**src/inc/usb_port_map.svh**
```systemverilog
// Register offsets, field positions, codes and sizes of the USB device port.
// Definitions only; included by bare name from the design files.
`ifndef USB_PORT_MAP_SVH
`define USB_PORT_MAP_SVH

// ----------------------------------------------------------------------
// Register offsets (byte addresses on the 8-bit register port)
// ----------------------------------------------------------------------
`define EPR_CSR_ADDR 8'h00
`define EPR_FIFO_ADDR 8'h04
`define EPR_COUNT_ADDR 8'h08
`define EPR_INTEN_ADDR 8'h0C
`define EPR_WAKE_ADDR 8'h10
`define EPR_XCVR_ADDR 8'h14

// ----------------------------------------------------------------------
// Field positions and reset values
// ----------------------------------------------------------------------
`define EPR_CSR_TXCOMP 0
`define EPR_CSR_RXDATA 1
`define EPR_CSR_SETUP 2
`define EPR_CSR_STALL 3
`define EPR_CSR_TXRDY 4
`define EPR_CSR_DIR 7
`define EPR_WAKE_EN 0
`define EPR_WAKE_SUSP 1
`define EPR_WAKE_REQ 2
`define EPR_XCVR_OFF 0
`define EPR_BYTE_RESET 8'h00

// ----------------------------------------------------------------------
// Link event lanes, answer codes and endpoint size
// ----------------------------------------------------------------------
`define EPR_SY_BYTE 0
`define EPR_SY_START 1
`define EPR_SY_END 2
`define EPR_SY_IN 3
`define EPR_SY_INACK 4
`define EPR_SY_POP 5
`define EPR_SY_SUSP 6
`define EPR_SY_RESUME 7
`define EPR_SY_LANES 8
`define EPR_HS_ACK 2'h0
`define EPR_HS_NAK 2'h1
`define EPR_HS_STALL 2'h2
`define EPR_HS_DATA 2'h3
`define EPR_EP0_SIZE 8
`define EPR_SETUP_LEN 8

`endif

```
**src/inc/usb_port_pkg.sv**
```systemverilog
// Types shared by the USB device port design.
// Assumes nothing of its surroundings.
package usb_port_pkg;

   // Control transfer stage of endpoint zero
   typedef enum logic [1:0] {
      ST_IDLE,
      ST_DATA_IN,
      ST_DATA_OUT,
      ST_STATUS_IN
   } ctl_stage_t;

endpackage

```
**src/rtl/sync_toggle.sv**
```systemverilog
// Two-flop synchroniser bank with change detection per lane.
// Assumes each lane is a level or a toggle from another clock domain.
`timescale 1ns/1ns
`default_nettype none

module sync_toggle #(
   parameter int N = 1
) (
   input wire logic clk_i,
   input wire logic rst_n_i,
   input wire logic [N-1:0] d_i,
   output logic [N-1:0] level_o,
   output logic [N-1:0] pulse_o
);

   logic [N-1:0] meta;
   logic [N-1:0] sync;
   logic [N-1:0] last;

   // First stage feeds only the second; edge logic looks at later stages
   always_ff @(posedge clk_i or negedge rst_n_i) begin
      if (!rst_n_i) begin
         meta <= '0;
         sync <= '0;
         last <= '0;
      end else begin
         meta <= d_i;
         sync <= meta;
         last <= sync;
      end
   end

   // Any change of the settled level is one event
   assign level_o = sync;
   assign pulse_o = sync ^ last;

endmodule

`default_nettype wire

```
**src/rtl/usb_device_port.sv**
```systemverilog
// USB full-speed device port: endpoint zero control logic and byte-wide registers.
// Assumes a serial interface engine on the 48 MHz clock reports packet events as
// toggles with bundled data, and a processor on the register port at clk_i.
//
// The address-and-strobe port and the address map were chosen for this implementation.
`timescale 1ns/1ns
`default_nettype none
`include "usb_port_map.svh"

module usb_device_port #(
   parameter int EP_SIZE = `EPR_EP0_SIZE
) (
   input wire logic clk_i,
   input wire logic rst_n_i,
   input wire logic [7:0] reg_addr_i,
   input wire logic [7:0] reg_wdata_i,
   input wire logic reg_wr_i,
   input wire logic reg_rd_i,
   output logic [7:0] reg_rdata_o,
   output logic irq_o,
   input wire logic [7:0] rx_byte_i,
   input wire logic rx_byte_tog_i,
   input wire logic rx_start_tog_i,
   input wire logic rx_setup_i,
   input wire logic rx_end_tog_i,
   input wire logic in_tok_tog_i,
   input wire logic in_ack_tog_i,
   input wire logic tx_pop_tog_i,
   input wire logic suspend_i,
   input wire logic external_resume_i,
   output logic hs_tog_o,
   output logic [1:0] hs_code_o,
   output logic [7:0] tx_len_o,
   output logic [7:0] tx_data_o,
   output logic tx_data1_o,
   output logic resume_req_o,
   output logic xcvr_off_o
);

   localparam int IW = $clog2(EP_SIZE);

   // ----------------------------------------------------------------------
   // Helpers
   // ----------------------------------------------------------------------
   function automatic logic valid_size(input int s);
      return (s == 8) || (s == 16) || (s == 32) || (s == 64);
   endfunction

   function automatic logic hit(input logic [7:0] a, input logic [7:0] off);
      return a == off;
   endfunction

   // ----------------------------------------------------------------------
   // Link event crossing
   // ----------------------------------------------------------------------
   logic [`EPR_SY_LANES-1:0] sy_lvl;
   logic [`EPR_SY_LANES-1:0] sy_pls;
   logic byte_p, start_p, end_p, in_p, inack_p, pop_p, susp, resume_p;
   logic [8:0] rx_dat;

   // Packet events are toggles so none is lost across the clock boundary; suspend and resume are levels
   sync_toggle #(.N(`EPR_SY_LANES)) u_sync (
      .clk_i(clk_i),
      .rst_n_i(rst_n_i),
      .d_i({external_resume_i, suspend_i, tx_pop_tog_i, in_ack_tog_i,
            in_tok_tog_i, rx_end_tog_i, rx_start_tog_i, rx_byte_tog_i}),
      .level_o(sy_lvl),
      .pulse_o(sy_pls)
   );

   // Bundled byte and packet kind pass the same two stages as their event and keep their lead on it
   sync_toggle #(.N(9)) u_sync_dat (
      .clk_i(clk_i),
      .rst_n_i(rst_n_i),
      .d_i({rx_setup_i, rx_byte_i}),
      .level_o(rx_dat),
      .pulse_o()
   );

   assign byte_p = sy_pls[`EPR_SY_BYTE];
   assign start_p = sy_pls[`EPR_SY_START];
   assign end_p = sy_pls[`EPR_SY_END];
   assign in_p = sy_pls[`EPR_SY_IN];
   assign inack_p = sy_pls[`EPR_SY_INACK];
   assign pop_p = sy_pls[`EPR_SY_POP];
   assign susp = sy_lvl[`EPR_SY_SUSP];
   assign resume_p = sy_pls[`EPR_SY_RESUME] & sy_lvl[`EPR_SY_RESUME];

   // ----------------------------------------------------------------------
   // State
   // ----------------------------------------------------------------------
   logic [7:0] fifo [EP_SIZE];
   logic [IW-1:0] link_idx, cpu_idx, tx_idx;
   logic [IW:0] rx_count, cpu_count;
   logic pkt_setup, pkt_accept;
   logic setup_flag, rxdata, txcomp, txpktrdy, force_stall, dir_in, data1;
   logic int_en, wake_en;
   usb_port_pkg::ctl_stage_t stage;
   logic csr_wr, fifo_wr, fifo_rd, can_take;
   logic setup_done, out_ok, in_send, wlen_zero;

   assign csr_wr = reg_wr_i && hit(reg_addr_i, `EPR_CSR_ADDR);
   assign fifo_wr = reg_wr_i && hit(reg_addr_i, `EPR_FIFO_ADDR);
   assign fifo_rd = reg_rd_i && hit(reg_addr_i, `EPR_FIFO_ADDR);
   // Busy endpoint refuses OUT data so unread bytes survive
   assign can_take = !setup_flag && !rxdata && !force_stall;
   assign setup_done = end_p && pkt_setup;
   assign out_ok = end_p && !pkt_setup && !force_stall && pkt_accept;
   assign in_send = in_p && !end_p && !force_stall && txpktrdy;
   assign wlen_zero = (fifo[6] == `EPR_BYTE_RESET) && (fifo[7] == `EPR_BYTE_RESET);

   // Packet kind latched at start; setup is always taken
   always_ff @(posedge clk_i or negedge rst_n_i) begin
      if (!rst_n_i) begin
         pkt_setup <= 1'b0;
         pkt_accept <= 1'b0;
      end else if (start_p) begin
         pkt_setup <= rx_dat[8];
         pkt_accept <= rx_dat[8] || can_take;
      end
   end

   // Single bank shared by link and processor
   always_ff @(posedge clk_i or negedge rst_n_i) begin
      if (!rst_n_i) begin
         for (int i = 0; i < EP_SIZE; i++) begin
            fifo[i] <= `EPR_BYTE_RESET;
         end
      end else if (byte_p && pkt_accept && (rx_count < (IW+1)'(EP_SIZE))) begin
         fifo[link_idx] <= rx_dat[7:0];
      end else if (fifo_wr) begin
         fifo[cpu_idx] <= reg_wdata_i;
      end
   end

   // Link receive pointer and byte count
   always_ff @(posedge clk_i or negedge rst_n_i) begin
      if (!rst_n_i) begin
         link_idx <= '0;
         rx_count <= '0;
      end else if (start_p && (rx_dat[8] || can_take)) begin
         link_idx <= '0;
         rx_count <= '0;
      end else if (byte_p && pkt_accept && (rx_count < (IW+1)'(EP_SIZE))) begin
         link_idx <= link_idx + 1'b1;
         rx_count <= rx_count + 1'b1;
      end
   end

   // Processor pointer; rewinds on each accepted setup or OUT packet, on acked IN and on status writes, except the
   // one that hands a packet over, so the written byte count survives to the IN
   always_ff @(posedge clk_i or negedge rst_n_i) begin
      if (!rst_n_i) begin
         cpu_idx <= '0;
         cpu_count <= '0;
      end else if (setup_done || out_ok || inack_p ||
                   (csr_wr && !reg_wdata_i[`EPR_CSR_TXRDY])) begin
         cpu_idx <= '0;
         cpu_count <= '0;
      end else if (fifo_rd || fifo_wr) begin
         cpu_idx <= cpu_idx + 1'b1;
         cpu_count <= (cpu_count < (IW+1)'(EP_SIZE)) ? cpu_count + 1'b1 : cpu_count;
      end
   end

   // Transmit pointer restarts at every IN token
   always_ff @(posedge clk_i or negedge rst_n_i) begin
      if (!rst_n_i) begin
         tx_idx <= '0;
         tx_data_o <= `EPR_BYTE_RESET;
      end else begin
         tx_data_o <= fifo[tx_idx];
         if (in_p) begin
            tx_idx <= '0;
         end else if (pop_p) begin
            tx_idx <= tx_idx + 1'b1;
         end
      end
   end

   // ----------------------------------------------------------------------
   // Endpoint flags: hardware set wins over a same-cycle software clear
   // ----------------------------------------------------------------------
   always_ff @(posedge clk_i or negedge rst_n_i) begin
      if (!rst_n_i) begin
         setup_flag <= 1'b0;
      end else if (setup_done) begin
         setup_flag <= 1'b1;
      end else if (csr_wr && !reg_wdata_i[`EPR_CSR_SETUP]) begin
         setup_flag <= 1'b0;
      end
   end

   always_ff @(posedge clk_i or negedge rst_n_i) begin
      if (!rst_n_i) begin
         rxdata <= 1'b0;
      end else if (out_ok) begin
         rxdata <= 1'b1;
      end else if (csr_wr && !reg_wdata_i[`EPR_CSR_RXDATA]) begin
         rxdata <= 1'b0;
      end
   end

   // Acked IN ends the bank hand-over
   always_ff @(posedge clk_i or negedge rst_n_i) begin
      if (!rst_n_i) begin
         txcomp <= 1'b0;
         txpktrdy <= 1'b0;
      end else begin
         if (inack_p) begin
            txcomp <= 1'b1;
         end else if (csr_wr && !reg_wdata_i[`EPR_CSR_TXCOMP]) begin
            txcomp <= 1'b0;
         end
         if (inack_p || setup_done) begin
            txpktrdy <= 1'b0;
         end else if (csr_wr && reg_wdata_i[`EPR_CSR_TXRDY]) begin
            txpktrdy <= 1'b1;
         end
      end
   end

   // Stall request stands until software drops it or a new setup arrives
   always_ff @(posedge clk_i or negedge rst_n_i) begin
      if (!rst_n_i) begin
         force_stall <= 1'b0;
      end else if (setup_done) begin
         force_stall <= 1'b0;
      end else if (csr_wr) begin
         force_stall <= reg_wdata_i[`EPR_CSR_STALL];
      end
   end

   // ----------------------------------------------------------------------
   // Control transfer stages of endpoint zero
   // ----------------------------------------------------------------------
   always_ff @(posedge clk_i or negedge rst_n_i) begin
      if (!rst_n_i) begin
         stage <= usb_port_pkg::ST_IDLE;
         dir_in <= 1'b0;
      end else if (setup_done) begin
         dir_in <= fifo[0][7];
         if (fifo[0][7]) begin
            stage <= usb_port_pkg::ST_DATA_IN;
         end else if (wlen_zero) begin
            stage <= usb_port_pkg::ST_STATUS_IN;
         end else begin
            stage <= usb_port_pkg::ST_DATA_OUT;
         end
      end else begin
         case (stage)
            usb_port_pkg::ST_DATA_OUT: begin
               if (in_p) begin
                  stage <= usb_port_pkg::ST_STATUS_IN;
               end
            end
            usb_port_pkg::ST_DATA_IN: begin
               if (out_ok) begin
                  stage <= usb_port_pkg::ST_IDLE;
               end
            end
            usb_port_pkg::ST_STATUS_IN: begin
               if (inack_p) begin
                  stage <= usb_port_pkg::ST_IDLE;
               end
            end
            default: begin
               stage <= usb_port_pkg::ST_IDLE;
            end
         endcase
      end
   end

   // Data toggle: first data stage packet after setup is DATA1
   always_ff @(posedge clk_i or negedge rst_n_i) begin
      if (!rst_n_i) begin
         data1 <= 1'b0;
      end else if (setup_done) begin
         data1 <= 1'b1;
      end else if (out_ok || inack_p) begin
         data1 <= !data1;
      end
   end

   // ----------------------------------------------------------------------
   // Answers to the engine; the engine alone drives the bus lines
   // ----------------------------------------------------------------------
   always_ff @(posedge clk_i or negedge rst_n_i) begin
      if (!rst_n_i) begin
         hs_tog_o <= 1'b0;
         hs_code_o <= `EPR_HS_NAK;
         tx_len_o <= `EPR_BYTE_RESET;
         tx_data1_o <= 1'b0;
      end else if (end_p || in_p) begin
         hs_tog_o <= !hs_tog_o;
         if (setup_done || out_ok) begin
            hs_code_o <= `EPR_HS_ACK;
         end else if (force_stall) begin
            hs_code_o <= `EPR_HS_STALL;
         end else if (in_send) begin
            hs_code_o <= `EPR_HS_DATA;
            tx_len_o <= 8'(cpu_count);
            // Status IN is always DATA1, empty when software wrote no bytes
            tx_data1_o <= (stage == usb_port_pkg::ST_DATA_OUT) ||
                          (stage == usb_port_pkg::ST_STATUS_IN) || data1;
         end else begin
            hs_code_o <= `EPR_HS_NAK;
         end
      end
   end

   // ----------------------------------------------------------------------
   // Wake, transceiver and interrupt control
   // ----------------------------------------------------------------------
   always_ff @(posedge clk_i or negedge rst_n_i) begin
      if (!rst_n_i) begin
         int_en <= 1'b0;
         wake_en <= 1'b0;
         xcvr_off_o <= 1'b0;
      end else if (reg_wr_i) begin
         if (hit(reg_addr_i, `EPR_INTEN_ADDR)) begin
            int_en <= reg_wdata_i[0];
         end else if (hit(reg_addr_i, `EPR_WAKE_ADDR)) begin
            wake_en <= reg_wdata_i[`EPR_WAKE_EN];
         end else if (hit(reg_addr_i, `EPR_XCVR_ADDR)) begin
            xcvr_off_o <= reg_wdata_i[`EPR_XCVR_OFF];
         end
      end
   end

   // Request held until the host ends the suspend
   always_ff @(posedge clk_i or negedge rst_n_i) begin
      if (!rst_n_i) begin
         resume_req_o <= 1'b0;
      end else if (!susp) begin
         resume_req_o <= 1'b0;
      end else if (resume_p && wake_en) begin
         resume_req_o <= 1'b1;
      end
   end

   assign irq_o = int_en && (setup_flag || rxdata || txcomp);

   // ----------------------------------------------------------------------
   // Register read port: data valid only in the cycle after the strobe
   // ----------------------------------------------------------------------
   always_ff @(posedge clk_i or negedge rst_n_i) begin
      if (!rst_n_i) begin
         reg_rdata_o <= `EPR_BYTE_RESET;
      end else if (!reg_rd_i) begin
         reg_rdata_o <= `EPR_BYTE_RESET;
      end else if (hit(reg_addr_i, `EPR_CSR_ADDR)) begin
         reg_rdata_o <= {dir_in, 2'b00, txpktrdy, force_stall, setup_flag, rxdata, txcomp};
      end else if (hit(reg_addr_i, `EPR_FIFO_ADDR)) begin
         reg_rdata_o <= fifo[cpu_idx];
      end else if (hit(reg_addr_i, `EPR_COUNT_ADDR)) begin
         reg_rdata_o <= 8'(rx_count);
      end else if (hit(reg_addr_i, `EPR_INTEN_ADDR)) begin
         reg_rdata_o <= {7'h00, int_en};
      end else if (hit(reg_addr_i, `EPR_WAKE_ADDR)) begin
         reg_rdata_o <= {5'h00, resume_req_o, susp, wake_en};
      end else if (hit(reg_addr_i, `EPR_XCVR_ADDR)) begin
         reg_rdata_o <= {7'h00, xcvr_off_o};
      end else begin
         reg_rdata_o <= `EPR_BYTE_RESET;
      end
   end
endmodule

`default_nettype wire

```
**config.mk**
```make
export PLATFORM = sky130hd
export DESIGN_NAME = usb_device_port
export DESIGN_NICKNAME = d
export VERILOG_FILES = /design/src/inc/usb_port_pkg.sv /design/src/rtl/sync_toggle.sv /design/src/rtl/usb_device_port.sv
export VERILOG_INCLUDE_DIRS = /design/src /design/src/inc
export SDC_FILE = /design/constraint.sdc
export NUM_CORES = 1
export LEC_CHECK = 0
export ABC_CLOCK_PERIOD_IN_PS = 4000
export BUFFER_PORTS_ARGS = -buffer_cell sky130_fd_sc_hd__buf_2
export CORE_ASPECT_RATIO = 0.75
export CORE_MARGIN = 2
export CORE_UTILIZATION = 60
export DETAILED_ROUTE_END_ITERATION = 16
export PLACE_DENSITY_LB_ADDON = 0.3
export REMOVE_ABC_BUFFERS = 1
export SKIP_CTS_REPAIR_TIMING = 1
export SLEW_MARGIN = 20
export SYNTH_ARGS = -nofsm -noshare
export SYNTH_HDL_FRONTEND = slang
export SYNTH_SLANG_ARGS = --single-unit
```
**constraint.sdc**
```tcl
create_clock -name clk_i -period 4 [get_ports clk_i]
set_clock_uncertainty 0.05 [all_clocks]
set_input_delay 0.6 -clock clk_i [delete_from_list [all_inputs] [get_ports clk_i]]
set_output_delay 0.6 -clock clk_i [all_outputs]
set_load 0.005 [all_outputs]
```
After elaboration in Yosys (flattened, before gate mapping)
Index checks and enable logic that the tools add are counted.
{"block": "classes", "eq_ne": 12, "reduce_logical": 68, "n_mux": 56, "order_cmp": 7, "addsub": 5, "bitwise_logic": 9}
{"cell": "64-bit bitwise mux", "n": 2}
{"cell": "64-bit two-way mux", "n": 2}
{"cell": "8-bit two-way mux", "n": 9}
{"cell": "8-bit binary-select mux with 3-bit select", "n": 2}
{"cell": "8-bit demux with 3-bit select", "n": 2}
{"cell": "1-bit logical AND", "n": 25}
{"cell": "8-bit logical NOT", "n": 3}
{"cell": "3-bit two-way mux", "n": 8}
{"cell": "4-bit two-way mux", "n": 6}
{"cell": "2-bit nonzero test", "n": 11}
{"cell": "8-bit by 4-bit == test with 1-bit output (second input constant)", "n": 2}
{"cell": "8-bit by 5-bit == test with 1-bit output (second input constant)", "n": 2}
{"cell": "1-bit two-way mux", "n": 16}
{"cell": "2-bit two-way mux", "n": 8}
{"cell": "4-bit >= comparator (second input constant)", "n": 3}
{"cell": "1-bit logical OR", "n": 12}
{"cell": "3-bit NOT with 4-bit output", "n": 3}
{"cell": "1-bit logical NOT", "n": 11}
{"cell": "3-bit by 1-bit adder with 3-bit output (second input constant)", "n": 3}
{"cell": "3-bit != test (second input constant)", "n": 3}
{"cell": "4-bit by 1-bit adder with 4-bit output (second input constant)", "n": 2}
{"cell": "8-bit by 3-bit == test with 1-bit output (second input constant)", "n": 1}
{"cell": "4-bit by 1-bit less-than comparator with 1-bit output (second input constant)", "n": 2}
{"cell": "4-bit less-than comparator (second input constant)", "n": 2}
{"cell": "10 further kinds", "n": 17}
{"block": "totals", "elab_cells": 195, "in_bits": 37, "ff_bits": 162, "output_inout_bits": 31}

Depth between registers and ports, before layout
{"block": "depth", "depth_word": 9, "ltp_mapped": 8, "mapped_depth_nobuf": 4}

Modules after synthesis
Synthesis repeated with hierarchy kept, for this count alone.
{"block": "unflattened", "cells_unflattened": 650, "area_unflattened_um2": 8094.0}
{"module": "usb_device_port", "seq_area_each_um2": 3004.1, "area_per_inst_um2": 6668.9, "cells_each": 582, "n_inst": 1}
{"module": "sync_toggle (u_sync_dat)", "seq_area_each_um2": 675.6, "area_per_inst_um2": 754.5, "cells_each": 36, "n_inst": 1}
{"module": "sync_toggle (u_sync)", "seq_area_each_um2": 600.6, "area_per_inst_um2": 670.6, "cells_each": 32, "n_inst": 1}

Worst setup path before layout
Ideal clock, no wire load.
{"block": "synth_timing", "kind": "input to register", "from": "input reg_addr_i[2]", "to": "register fifo[56] in the netlist's numbering", "n_path_buf": 3, "setup_time_ns": 0.125, "required_time_ns": 3.825, "t_arrival_ns": 2.525, "setup_slack_ns": 1.300, "stages": 7, "cell_sequence": "buf_4 -> or4b_1 -> buf_2 -> or3_1 -> buf_2 -> o31ai_4 -> mux2_2"}
{"block": "synth_between", "elab_chain_cells": 3}
{"item": "from (decl)", "line_no": "usb_device_port.sv:15", "text": "input wire logic [7:0] reg_addr_i,"}
{"item": "8-bit by 3-bit == test with 1-bit output", "line_no": "usb_device_port.sv:50", "text": "return a == off;"}
{"item": "1-bit logical AND", "line_no": "usb_device_port.sv:103", "text": "assign fifo_wr = reg_wr_i && hit(reg_addr_i, `EPR_FIFO_ADDR);"}
{"item": "2-bit nonzero test (no line)"}
{"item": "to (signal, indexed assignment)", "line_no": "usb_device_port.sv:127", "text": "fifo[i] <= `EPR_BYTE_RESET;"}
{"item": "to (signal, indexed assignment)", "line_no": "usb_device_port.sv:130", "text": "fifo[link_idx] <= rx_dat[7:0];"}
{"item": "to (signal, indexed assignment)", "line_no": "usb_device_port.sv:132", "text": "fifo[cpu_idx] <= reg_wdata_i;"}
{"item": "to (decl)", "line_no": "usb_device_port.sv:92", "text": "logic [7:0] fifo [EP_SIZE];"}
No other way between the ends.
A chain may end at the register's enable or synchronous reset.

Worst setup path in the final report
{"block": "layout_timing", "from": "register pkt_accept", "to": "register fifo[29] in the netlist's numbering"}
{"block": "layout_between", "elab_chain_cells": 3, "word_cells_on_any_way": 4, "cone_classes": "1 x mux; 3 x reduce/logical"}
{"item": "from (decl)", "line_no": "usb_device_port.sv:95", "text": "logic pkt_setup, pkt_accept;"}
{"item": "from (signal assigned)", "line_no": "usb_device_port.sv:119", "text": "pkt_accept <= rx_dat[8] || can_take;"}
{"item": "1-bit logical AND * (2 in a row)", "line_no": "usb_device_port.sv:129", "text": "end else if (byte_p && pkt_accept && (rx_count < (IW+1)'(EP_SIZE))) begin"}
{"item": "64-bit two-way mux or 2-bit nonzero test (tied branches)"}
Every way passes the cells marked *; elsewhere a longest branch is shown, timed or not.

==> impl_table.tex <==
\begin{tabular}{lr}
\hline
Metric & Value \\
\hline
\multicolumn{2}{l}{\textbf{Global routing}} \\
Final global-route overflow total & 0 \\
Initial antenna violation count & 0 \\
First-pass GRT wire length & 36000 um \\
Via count of the first global-routing pass & 6174 \\
Total global-route track usage & 35.0\% \\
Maximum number of pins on one net before global-route repair & 94 \\
\multicolumn{2}{l}{\textbf{Drt}} \\
Routed WL & 23200 um \\
Routed wire per std cell & 25.9 um \\
Via count & 6351 \\
Number of remaining DRC errors & 0 \\
DR vias/cell & 7.06 \\
Iteration-0 DRC count of the detailed router & 788 \\
Number of detailed-route iterations in the first pass & 5 \\
DRT antenna net count & 0 \\
\multicolumn{2}{l}{\textbf{Worst setup path}} \\
Setup CP Type & register to register \\
R2R setup slack & 1.03 ns \\
Number of stages on the worst setup path & 4 \\
Endpoint arrival time on the critical path & 3.23 ns \\
Sum of buffers and inverters on the critical path & 1 \\
Start point of the critical path & pkt\_accept \\
Req. time, crit path & 4.26 ns \\
Critical Path End & fifo[29] \\
Cell breakdown of the critical path & inv\_1, o31ai\_1, o22ai\_1, mux2\_2 \\
Capturing point of the worst reg2reg path & fifo[29] \\
Launching element type of the critical path & register \\
Worst setup EP type & register \\
Cell depth of the worst flop-to-flop path & 4 \\
Family of cells with the greatest summed delay on the critical path & compound AO/OA/AOI/OAI gates \\
Launching point of the worst reg2reg path & pkt\_accept \\
Delay of the slowest critical-path stage & 0.98 ns \\
Cell type of the slowest stage on the worst timing path & sky130\_fd\_sc\_hd\_\_o31ai\_1 \\
Crit path max fanout & 19 \\
\multicolumn{2}{l}{\textbf{Floorplan}} \\
Die outline height & 103 um \\
Placeable core region & 0.0129 mm2 \\
Top-Level Pins & 68 \\
Die Footprint & 0.0141 mm2 \\
Horizontal extent of the die & 136 um \\
Initial core utilization & 61.1\% \\
Cell row count & 36 \\
\multicolumn{2}{l}{\textbf{Synthesis}} \\
Netlist cell types & 64 \\
Register bit total from synthesis & 161 \\
Synth warnings & 0 \\
Proportion of register bits with asynchronous set or reset after synthesis & 100\% \\
Count leader, synth & sky130\_fd\_sc\_hd\_\_dfrtp\_1 \\
Synth Flop Type & sky130\_fd\_sc\_hd\_\_dfrtp\_1 \\
Most frequent cells after synthesis & sky130\_fd\_sc\_hd\_\_dfrtp\_1 (160), sky130\_fd\_sc\_hd\_\_mux2\_2 (77), sky130\_fd\_sc\_hd\_\_o22ai\_1 (56) \\
Share of the yosys chip area belonging to registers & 51.1\% \\
EDFF count, synth & 0 \\
Top cells by area, synth & sky130\_fd\_sc\_hd\_\_dfrtp\_1 (51\%), sky130\_fd\_sc\_hd\_\_mux2\_2 (11\%), sky130\_fd\_sc\_hd\_\_mux4\_2 (6.0\%) \\
Average size of a mapped cell & 12.2 um2 \\
Post-Synthesis Cell Area & 0.00789 mm2 \\
Cell accounting for the most synthesized area & sky130\_fd\_sc\_hd\_\_dfrtp\_1 \\
Proportion of netlist area held by the largest area contributor & 50.7\% \\
Number of standard cells after synthesis & 647 \\
\multicolumn{2}{l}{\textbf{STA}} \\
Worst hold slack & 0.198 ns \\
Highest clock frequency the design can meet & 337 MHz \\
Tightest Pin Transition & 1.05 ns \\
Tcrit/Tclk final & 74.2\% \\
Hold violation total from the final report & 0 \\
Worst slew margin relative to its limit & 29.7\% \\
Setup Total Neg Slack & 0 ns \\
Unrepaired setup endpoints after global routing & no \\
Final setup violation count & 0 \\
Final min period & 2.97 ns \\
Total count of max-transition violations in the final report & 0 \\
\multicolumn{2}{l}{\textbf{Final layout}} \\
Layout filler cell count & 916 \\
Fin cells & 899 \\
Share of cells above drive strength 1 & 31.9\% \\
P\&R area growth vs syn & 14.2\% \\
Final Net Count & 757 \\
Final core utilization & 69.7\% \\
Antenna diode instance count & 0 \\
\multicolumn{2}{l}{\textbf{Clock tree}} \\
Clock net sink count & 161 \\
CTS Root Cell & sky130\_fd\_sc\_hd\_\_clkbuf\_16 \\
Insertion delay of the later-clocked pin in the worst-skew pair & 0.43 ns \\
H-tree level count & 4 \\
Clock tree from TritonCTS & done \\
Number of clock buffers inserted by TritonCTS & 17 \\
Clock-pin slew on the worst setup and hold paths & 0.06 ns \\
Clock Path Buffers & 2 \\
\multicolumn{2}{l}{\textbf{Min path}} \\
Worst hold path type & input pin to async pin \\
\multicolumn{2}{l}{\textbf{Flow run}} \\
Max-cap violations & 0 \\
\multicolumn{2}{l}{\textbf{Placement}} \\
Hpwl dp & 16400 um \\
Number of port buffers & 63 \\
Cells after DPL & 867 \\
Routability congestion estimate from global placement & 0.962 \\
\multicolumn{2}{l}{\textbf{Pwr}} \\
VDD IR-drop max & 0.417 mV \\
Leak Pwr & 3.59 nW \\
Power density normalized to cell area & 537 mW/mm2 \\
\multicolumn{2}{l}{\textbf{Status}} \\
Outcome & finished, final reports clean \\
\hline
\end{tabular}
==> per-stage QoR <==
step | area (um2) | power [W] | setup slack (ns)
after floorplan | 7740 | 0.00282 | 1.19
after global placement | 8430 | 0.00318 | 0.835
after detailed placement | 8430 | 0.00324 | 0.787
after CTS | 9000 | 0.00482 | 0.982
after global routing | 9010 | 0.00503 | 0.895
final | 9010 | 0.00484 | 1.03
==> registers in the layout, summed over array words and instances (netlist names), 4 cells and up <==
| name | flops |
|---|---|
| u_sync.level_o | 8 |
| u_sync_dat.level_o | 9 |
| reg_rdata_o | 8 |
| u_sync_dat.meta | 9 |
| u_sync.meta | 8 |
| cpu_count | 4 |
| rx_count | 4 |
| fifo | 64 |
| tx_data_o | 8 |
| u_sync.last | 7 |
| tx_len_o | 4 |
==> routing by layer <==
metal / wire [um] / global-route usage [%] / vias to the layer above / share of wire, %
met2: 10200 / 51.0 / 463 / 44
met4: 509 / 10.7 / 0 / 2.2
met1: 9490 / 51.2 / 3197 / 41
li1: - / - / 2633 / -
met5: 0 / 0 / - / 0
met3: 3080 / 10.5 / 58 / 13
==> worst min path at each step <==
stage	startpoint	endpoint	slack, ns	cells after the start
after floorplan	rst_n_i	cpu_count[0]	0.25	0
after global routing	rx_start_tog_i	u_sync.meta[1]	0.21	1
after CTS	rx_byte_i[1]	u_sync_dat.meta[1]	0.21	1
after global placement	u_sync_dat.meta[8]	u_sync_dat.level_o[8]	0.28	0
after detailed placement	u_sync.meta[7]	u_sync.level_o[7]	0.28	0
final	rst_n_i	tx_len_o[0]	0.20	1
==> kinds of logic (layout without fill, tap and decap cells) <==
logic type	Yosys count	after routing	synth area share (%)
other	1	4	0.0475
adders and majority gates	5	5	0.793
and+or+nand+nor	146	146	10.1
buffers and inverters	48	126	2.58
xor gates and xnor gates	19	19	2.11
AOI/OAI and AO/OA	151	151	13.7
DFF	161	161	51.1
muxes	116	116	19.6
==> report_power, final <==
part / internal [W] / total (W) / switching [W]
clock network: 0.000874 / 0.00159 / 0.000714
logic: 0.000537 / 0.000997 / 0.000460
registers: 0.00192 / 0.00226 / 0.000335
==> cell usage in the layout (no fill, tap or decap), drive strengths merged, types with 3 or more instances in the layout <==
cell and n:
nand3 8, conb 4, nor3b 6, inv 18, nor3 10, nor4 7, nor2 37, o22ai 57
xor2 8, nand4 15, or4 7, or3 5, mux4 21, xnor2 11, o21ai 17, nor2b 5
o31ai 13, dfrtp 160, a21oi 10, a31oi 6, a211oi 3, nand3b 7, a22oi 15, and3 3
mux2i 16, buf 83, clkinv 6, ha 5, mux2 79, nand2 24, o2bb2ai 9, clkbuf 17
==> area by class of cell <==
cell class	instances	area (um2)	area share (%)
Timing Repair Buffer	83	472	5.23
Tap cell	171	214	2.37
Inverter	11	41.3	0.458
Clock buffer	17	425	4.72
Multi-Input combinational cell	441	3680	40.9
Sequential cell	161	4030	44.7
Clock inverter	15	145	1.61
Power figures use the tool's default switching activity.
